--- config.mk ---
export PLATFORM = sky130hd
export DESIGN_NAME = pad_mux
export DESIGN_NICKNAME = d
export VERILOG_FILES = /design/src/pad_mux_pkg.sv /design/src/pad_mux.sv /design/src/sync3.sv
export SDC_FILE = /design/constraint.sdc
export NUM_CORES = 1
export LEC_CHECK = 0
export BUFFER_PORTS_ARGS = -buffer_cell sky130_fd_sc_hd__buf_2
export CORE_UTILIZATION = 35
export DETAILED_ROUTE_END_ITERATION = 6
export GPL_ROUTABILITY_DRIVEN = 0
export MAX_ROUTING_LAYER = met4
export PLACE_DENSITY = 0.61
export SLEW_MARGIN = 25
export SYNTH_ARGS = -nofsm -noshare
export SYNTH_HDL_FRONTEND = slang
export SYNTH_SLANG_ARGS = --single-unit
--- constraint.sdc ---
create_clock -name clk -period 2.6 [get_ports clk]
set_clock_uncertainty 0.15 [all_clocks]
set_input_delay 0 -clock clk [delete_from_list [all_inputs] [get_ports clk]]
set_output_delay 0 -clock clk [all_outputs]
set_load 0.01 [all_outputs]
--- src/pad_mux_pkg.sv ---
// package: register map, field positions, reset values for the pad mux
// assumes: single 200 MHz clock domain, plain strobe register port
package pad_mux_pkg;
    localparam int          ADDR_W         = 4;
    localparam int          NUM_PADS       = 3;
    // ----------------------------------------------------------------
    // register offsets
    // ----------------------------------------------------------------
    localparam logic [3:0]  GP_DIR_OFF     = 4'h0;
    localparam logic [3:0]  GP_OUT_OFF     = 4'h4;
    localparam logic [3:0]  GP_IN_OFF      = 4'h8;
    localparam logic [3:0]  BUS_CTRL_OFF   = 4'hc;
    localparam logic [3:0]  HOLD_CLK_OFF   = 4'h2;
    // ----------------------------------------------------------------
    // external bus control fields
    // ----------------------------------------------------------------
    localparam int          HOLDER_EN_BIT  = 0;
    localparam int          PULL_EN_BIT    = 1;
    // ----------------------------------------------------------------
    // reset values
    // ----------------------------------------------------------------
    localparam logic [2:0]  GP_DIR_RST     = 3'h0;
    localparam logic [2:0]  GP_OUT_RST     = 3'h0;
    localparam logic [1:0]  BUS_CTRL_RST   = 2'h3;
    localparam logic        HOLD_CLK_RST   = 1'h0;
    localparam logic        MEM_IDLE_LEVEL = 1'h1;
endpackage

--- src/pad_mux.sv ---
// top of the three-pad parallel port control mux
// assumes: resetn is the reset pin already synchronous to clk; memory
// controller signals come from logic on clk; pads resolved by the testbench
`timescale 1ns/1ps
module pad_mux (
    input  wire logic        clk,
    input  wire logic        resetn,
    // strap and test pins
    input  wire logic        strap_select_pin,
    input  wire logic        test_reset_n,
    input  wire logic        emulation_pin_zero,
    input  wire logic        emulation_one_off_pin,
    // memory controller side
    input  wire logic        mem_byte_enable_two,
    input  wire logic        mem_byte_enable_three,
    input  wire logic        sdram_clock_enable_out,
    input  wire logic        mem_clock_in,
    input  wire logic        hold_request,
    // register port
    input  wire logic [3:0]  reg_addr,
    input  wire logic [31:0] reg_wdata,
    input  wire logic        reg_wr,
    input  wire logic        reg_rd,
    output logic      [31:0] reg_rdata,
    // pads
    input  wire logic [2:0]  pad_in,
    output logic      [2:0]  pad_out,
    output logic      [2:0]  pad_oe,
    output logic      [2:0]  pad_holder_en,
    output logic      [2:0]  pad_pull_en,
    output logic             memory_clock_out,
    output logic             memory_clock_oe,
    output logic             mem_mode
);
    // ----------------------------------------------------------------
    // pin synchronisers
    // ----------------------------------------------------------------
    logic       strap_s;
    logic       trst_s;
    logic       emulation_pin_zero_s;
    logic       emu1_s;
    logic [2:0] pad_in_s;

    sync3 #(.RST_VAL(1'h0)) u_strap (
        .clk    (clk),
        .resetn (1'h1),
        .din    (strap_select_pin),
        .dout   (strap_s)
    );
    sync3 #(.RST_VAL(1'h1)) u_trst (
        .clk    (clk),
        .resetn (resetn),
        .din    (test_reset_n),
        .dout   (trst_s)
    );
    sync3 #(.RST_VAL(1'h0)) u_emulation_pin_zero (
        .clk    (clk),
        .resetn (resetn),
        .din    (emulation_pin_zero),
        .dout   (emulation_pin_zero_s)
    );
    sync3 #(.RST_VAL(1'h1)) u_emu1 (
        .clk    (clk),
        .resetn (resetn),
        .din    (emulation_one_off_pin),
        .dout   (emu1_s)
    );

    genvar gi;
    generate
        for (gi = 0; gi < pad_mux_pkg::NUM_PADS; gi++) begin : g_pin
            sync3 #(.RST_VAL(1'h0)) u_pin (
                .clk    (clk),
                .resetn (resetn),
                .din    (pad_in[gi]),
                .dout   (pad_in_s[gi])
            );
        end
    endgenerate

    // ----------------------------------------------------------------
    // state
    // ----------------------------------------------------------------
    typedef struct packed {
        logic        in_reset;
        logic        mode;
        logic [2:0]  gp_dir;
        logic [2:0]  gp_out;
        logic [1:0]  bus_ctrl;
        logic        hold_clk_tz;
        logic [31:0] rdata;
        logic [2:0]  pout;
        logic [2:0]  poe;
        logic [2:0]  holder;
        logic [2:0]  pull;
        logic        mclk;
        logic        mclk_oe;
    } st_t;
    st_t st_reg;
    st_t st_next;

    logic off_mode;
    logic pads_float;

    always_comb begin
        st_next  = st_reg;
        // off mode from synchronised test pins
        off_mode = !trst_s && emulation_pin_zero_s && !emu1_s;
        // reset, hold and off mode all release the pads
        pads_float = st_reg.in_reset || hold_request || off_mode;

        st_next.in_reset = 1'h0;
        // strap taken on the first edge after reset releases, never again
        if (st_reg.in_reset) begin
            st_next.mode = strap_s;
        end

        // register writes
        if (reg_wr) begin
            unique case (reg_addr)
                pad_mux_pkg::GP_DIR_OFF:   st_next.gp_dir = reg_wdata[2:0];
                pad_mux_pkg::GP_OUT_OFF:   st_next.gp_out = reg_wdata[2:0];
                pad_mux_pkg::BUS_CTRL_OFF: st_next.bus_ctrl = reg_wdata[1:0];
                pad_mux_pkg::HOLD_CLK_OFF: st_next.hold_clk_tz = reg_wdata[0];
                default: ;
            endcase
        end

        // register reads, data valid the cycle after the strobe
        st_next.rdata = 32'h0;
        if (reg_rd) begin
            unique case (reg_addr)
                pad_mux_pkg::GP_DIR_OFF:   st_next.rdata = {29'h0, st_reg.gp_dir};
                pad_mux_pkg::GP_OUT_OFF:   st_next.rdata = {29'h0, st_reg.gp_out};
                pad_mux_pkg::GP_IN_OFF:    st_next.rdata = {28'h0, st_reg.mode,
                                                            pad_in_s};
                pad_mux_pkg::BUS_CTRL_OFF: st_next.rdata = {30'h0, st_reg.bus_ctrl};
                pad_mux_pkg::HOLD_CLK_OFF: st_next.rdata = {31'h0,
                                                            st_reg.hold_clk_tz};
                default: st_next.rdata = 32'h0;
            endcase
        end

        // pad muxing from the stored strap copy
        if (st_reg.mode) begin
            st_next.pout = {sdram_clock_enable_out,
                            mem_byte_enable_three,
                            mem_byte_enable_two};
            st_next.poe  = 3'h7;
        end else begin
            st_next.pout = st_reg.gp_out;
            st_next.poe  = st_reg.gp_dir;
        end
        if (pads_float) begin
            st_next.poe = 3'h0;
        end

        // memory clock only exists in memory mode; floats in hold if asked
        st_next.mclk    = mem_clock_in;
        st_next.mclk_oe = st_reg.mode && !st_reg.in_reset && !off_mode
                          && !(hold_request && st_reg.hold_clk_tz);

        st_next.holder = {3{st_reg.bus_ctrl[pad_mux_pkg::HOLDER_EN_BIT]}};
        st_next.pull   = {3{st_reg.bus_ctrl[pad_mux_pkg::PULL_EN_BIT]}};
    end

    always_ff @(posedge clk) begin
        if (!resetn) begin
            st_reg             <= '0;
            st_reg.in_reset    <= 1'h1;
            st_reg.gp_dir      <= pad_mux_pkg::GP_DIR_RST;
            st_reg.gp_out      <= pad_mux_pkg::GP_OUT_RST;
            st_reg.bus_ctrl    <= pad_mux_pkg::BUS_CTRL_RST;
            st_reg.hold_clk_tz <= pad_mux_pkg::HOLD_CLK_RST;
            st_reg.pout        <= {3{pad_mux_pkg::MEM_IDLE_LEVEL}};
            st_reg.holder      <= 3'h7;
            st_reg.pull        <= 3'h7;
        end else begin
            st_reg <= st_next;
        end
    end

    // ----------------------------------------------------------------
    // outputs
    // ----------------------------------------------------------------
    assign reg_rdata        = st_reg.rdata;
    assign pad_out          = st_reg.pout;
    assign pad_oe           = st_reg.poe;
    assign pad_holder_en    = st_reg.holder;
    assign pad_pull_en      = st_reg.pull;
    assign memory_clock_out = st_reg.mclk;
    assign memory_clock_oe  = st_reg.mclk_oe;
    assign mem_mode         = st_reg.mode;
endmodule // pad_mux

--- src/sync3.sv ---
// three-stage synchroniser for pin inputs
// assumes: input asynchronous to clk; output changes when stages 2 and 3 agree
`timescale 1ns/1ps
module sync3 #(
    parameter logic RST_VAL = 1'h0
) (
    input  wire logic clk,
    input  wire logic resetn,
    input  wire logic din,
    output logic      dout
);
    typedef struct packed {
        logic s1;
        logic s2;
        logic s3;
        logic q;
    } st_t;
    st_t st_reg;
    st_t st_next;

    always_comb begin
        st_next    = st_reg;
        st_next.s1 = din;
        st_next.s2 = st_reg.s1;
        st_next.s3 = st_reg.s2;
        if (st_reg.s2 == st_reg.s3) begin
            st_next.q = st_reg.s3;
        end
    end

    always_ff @(posedge clk) begin
        if (!resetn) begin
            st_reg <= '{RST_VAL, RST_VAL, RST_VAL, RST_VAL};
        end else begin
            st_reg <= st_next;
        end
    end

    assign dout = st_reg.q;
endmodule // sync3

==> results.py <==
metrics = {
    "placed_design": {
        "port_buffers": 41,
        "preCtsSetupSlack_ns": 1.27,
        "post-dp-hpwl_microns": 2510,
    },
    "routing": {
        "drt_wl_total_microns": 3780,
        "dr.pass1.iters": 6,
        "wire_per_inst_microns": 11.0,
        "avgViaCountPerCell": 4.27,
        "ant_nets": 0,
        "vias": 1460,
        "drcViolationCount": 0,
        "dr.first_iter.drc_count": 76,
    },
    "clock_network": {
        "cts-root-buf": "clkbuf_8",
        "cts_setup_buffers": 0,
        "clkTransAtPathRegs_ns": 0.09,
        "cts_buffers": 5,
        "cts_tree": "done",
        "clk-insertion-delay-late_ns": 0.30,
        "clkSinkCount": 53,
        "htreeDepth": 2,
        "clk_path_buf_depth": 2,
        "ctsResizeCount": 0,
        "hold_buffers": 29,
    },
    "critical_path": {
        "endpoint_kind": "flop",
        "crit_buf_inv": 5,
        "crit_top_cell": "dlygate4sd3_1",
        "startpoint": "resetn",
        "worstPathCellList": "dlygate4sd3_1 > buf_2 > buf_4 > nand4b_1 > dlygate4sd3_1 > a31oi_1 > dlygate4sd3_1",
        "worstPathArrival_ns": 2.52,
        "crit_fanout": 25,
        "crit_path_max_incr_delay_ns": 0.57,
        "required_ns": 2.70,
        "r2r_start": "mem_mode$_SDFFE_PN0P_",
        "critPathTopFamily": "buffers and inverters",
        "crit_slowest_cell": "dlygate4sd3_1",
        "startpoint_type": "primary input",
        "critPathKind": "primary input to flop",
    },
    "finish": {
        "largest_register_ffs": 8,
        "fillers": 591,
        "final_common_cell": "dfxtp_1",
        "area_growth_pct": 19.3,
        "nNetsFinal": 319,
        "drive_above_1_share_pct": 20.6,
        "final_cell_mix": "dfxtp_1 (52), buf_2 (41), dlygate4sd3_1 (29), conb_1 (28), nand2_1 (14)",
        "n_antenna_cell": 0,
    },
    "global_routing": {
        "antenna_found_initial": 0,
        "grt_use_met1_pct": 15.4,
        "gr-max-usage-layer": "met2",
        "first_global_vias": 1347,
        "grt_pass1_wl_microns": 6130,
        "use_met3_pct": 4.09,
        "grt_usage_pct": 13.1,
        "grt-ovfl-total": 0,
        "grt_use_met2_pct": 20.9,
        "grt_max_degree": 26,
    },
    "min_path": {
        "hp-start": "reg_addr[2]",
        "hold_path_class": "primary input to flop",
    },
    "pwr": {
        "p_per_area_nw_per_um2": 565,
        "p_leak_nw": 1.06,
        "peakVddDrop_uv": 310,
    },
    "yosys": {
        "ys_types": 36,
        "syn_area_sq_um": 2140,
        "ys_ff_latch": 53,
        "synth-main-ff-cell": "dfxtp_1",
        "seq_area_frac_synth_pct": 50.1,
        "synth_edf_count": 1,
        "ys_warn_count": 0,
        "synthCells": 214,
        "syn_avg_cell_area_sq_um": 9.99,
        "async_reset_ff_share_pct": 0,
    },
    "sta": {
        "setup_tns_ns": 0,
        "fin_crit_ns": 2.42,
        "max_freq_mhz": 414,
        "min_period_over_period_pct": 93.0,
        "final_hold_viol_count": 0,
        "fin_ws_ns": 0.182,
        "drv_slew": 0,
        "setup_viol": 0,
        "rsz0062_at_grt": "no",
    },
    "outcome": {
        "status": "completed",
    },
    "floorplanning": {
        "ios": 99,
        "placementRows": 28,
        "die_h_microns": 80.1,
        "dieWidth_microns": 80.1,
        "die-area_sq_um": 6420,
        "core_area_sq_um": 5920,
        "start_util_pct": 36.1,
    },
    "flow_run": {
        "maxCapViolCount": 0,
    },
}
-- cells in the mapped netlist, drive strengths merged (3+ instances only) --
cell type / instances / area share (%)
and2: 13 / 3.8
buf: 49 / 17
mux2: 3 / 1.6
nand4: 4 / 1.2
o21ai: 10 / 2.3
nand2: 14 / 2.5
nand3: 3 / 0.70
dfxtp: 52 / 49
a21oi: 11 / 2.6
nand2b: 11 / 3.2
nand3b: 3 / 1.1
nor2: 7 / 1.3
clkbuf: 3 / 0.53
mux2i: 8 / 3.7
o21a: 4 / 1.4
-- worst paths after layout --
kind,end,cells after the start,slack (ns)
max,reg_rdata[0]$_SDFF_PN0_,7,0.18
min reg2reg,u_strap.st_next[1]$_DFF_P_,0,0.18
max reg2reg,pad_out[1]$_SDFF_PN1_,3,0.89
min,reg_rdata[3]$_SDFF_PN0_,2,0.04
-- metrics by stage --
stage | hold slack, ns | power (mW) | util [%] | instance area, sq um | instances
6_report | 0.0369 | 1.44 | 43.0 | 2550 | 342
5_1_grt | 0.0635 | 1.50 | 43.0 | 2550 | 342
4_1_cts | 0.0349 | 1.46 | 43.0 | 2550 | 342
3_5_place_dp | -0.0464 | 0.974 | 36.7 | 2170 | 306
3_3_place_gp | -0.0475 | 0.971 | 36.7 | 2170 | 306
2_1_floorplan | -0.122 | 0.974 | - | 2240 | 241
-- power breakdown --
group          total (mW)  internal (mW)  switching, mW
registers           0.851          0.839         0.0124
clock network       0.455          0.212          0.244
logic               0.135         0.0660         0.0687
-- cell families (layout without fill, tap and decap cells) --
| logic type | Yosys count | in the layout | share of synthesized area, % |
|---|---|---|---|
| DFF | 53 | 53 | 50.1 |
| and+or+nand+nor | 63 | 63 | 17.0 |
| buffers and inverters | 55 | 81 | 18.0 |
| AOI/OAI and AO/OA | 29 | 29 | 7.73 |
| other | 1 | 28 | 0.175 |
| xor gates and xnor gates | 1 | 1 | 0.410 |
| muxes | 12 | 12 | 6.56 |
-- area by class of cell --
| type | instances | area [sq um] | area share, % |
|---|---|---|---|
| clock buffer | 7 | 86.3 | 3.39 |
| inverter | 3 | 11.3 | 0.442 |
| timing repair buffer | 71 | 503 | 19.7 |
| sequential | 53 | 1070 | 42.0 |
| tap | 75 | 93.8 | 3.68 |
| multi-input combinational | 133 | 783 | 30.7 |
-- routing by layer --
| metal | part of all wire [%] | vias up | wire length, microns |
|---|---|---|---|
| met3 | 5.0 | 6 | 189 |
| met5 | 0 | - | 0 |
| met1 | 46 | 664 | 1740 |
| met2 | 47 | 48 | 1780 |
| met4 | 1.7 | 0 | 63 |
| li1 | - | 742 | - |
No activity file was read; power rests on OpenSTA's default activity.
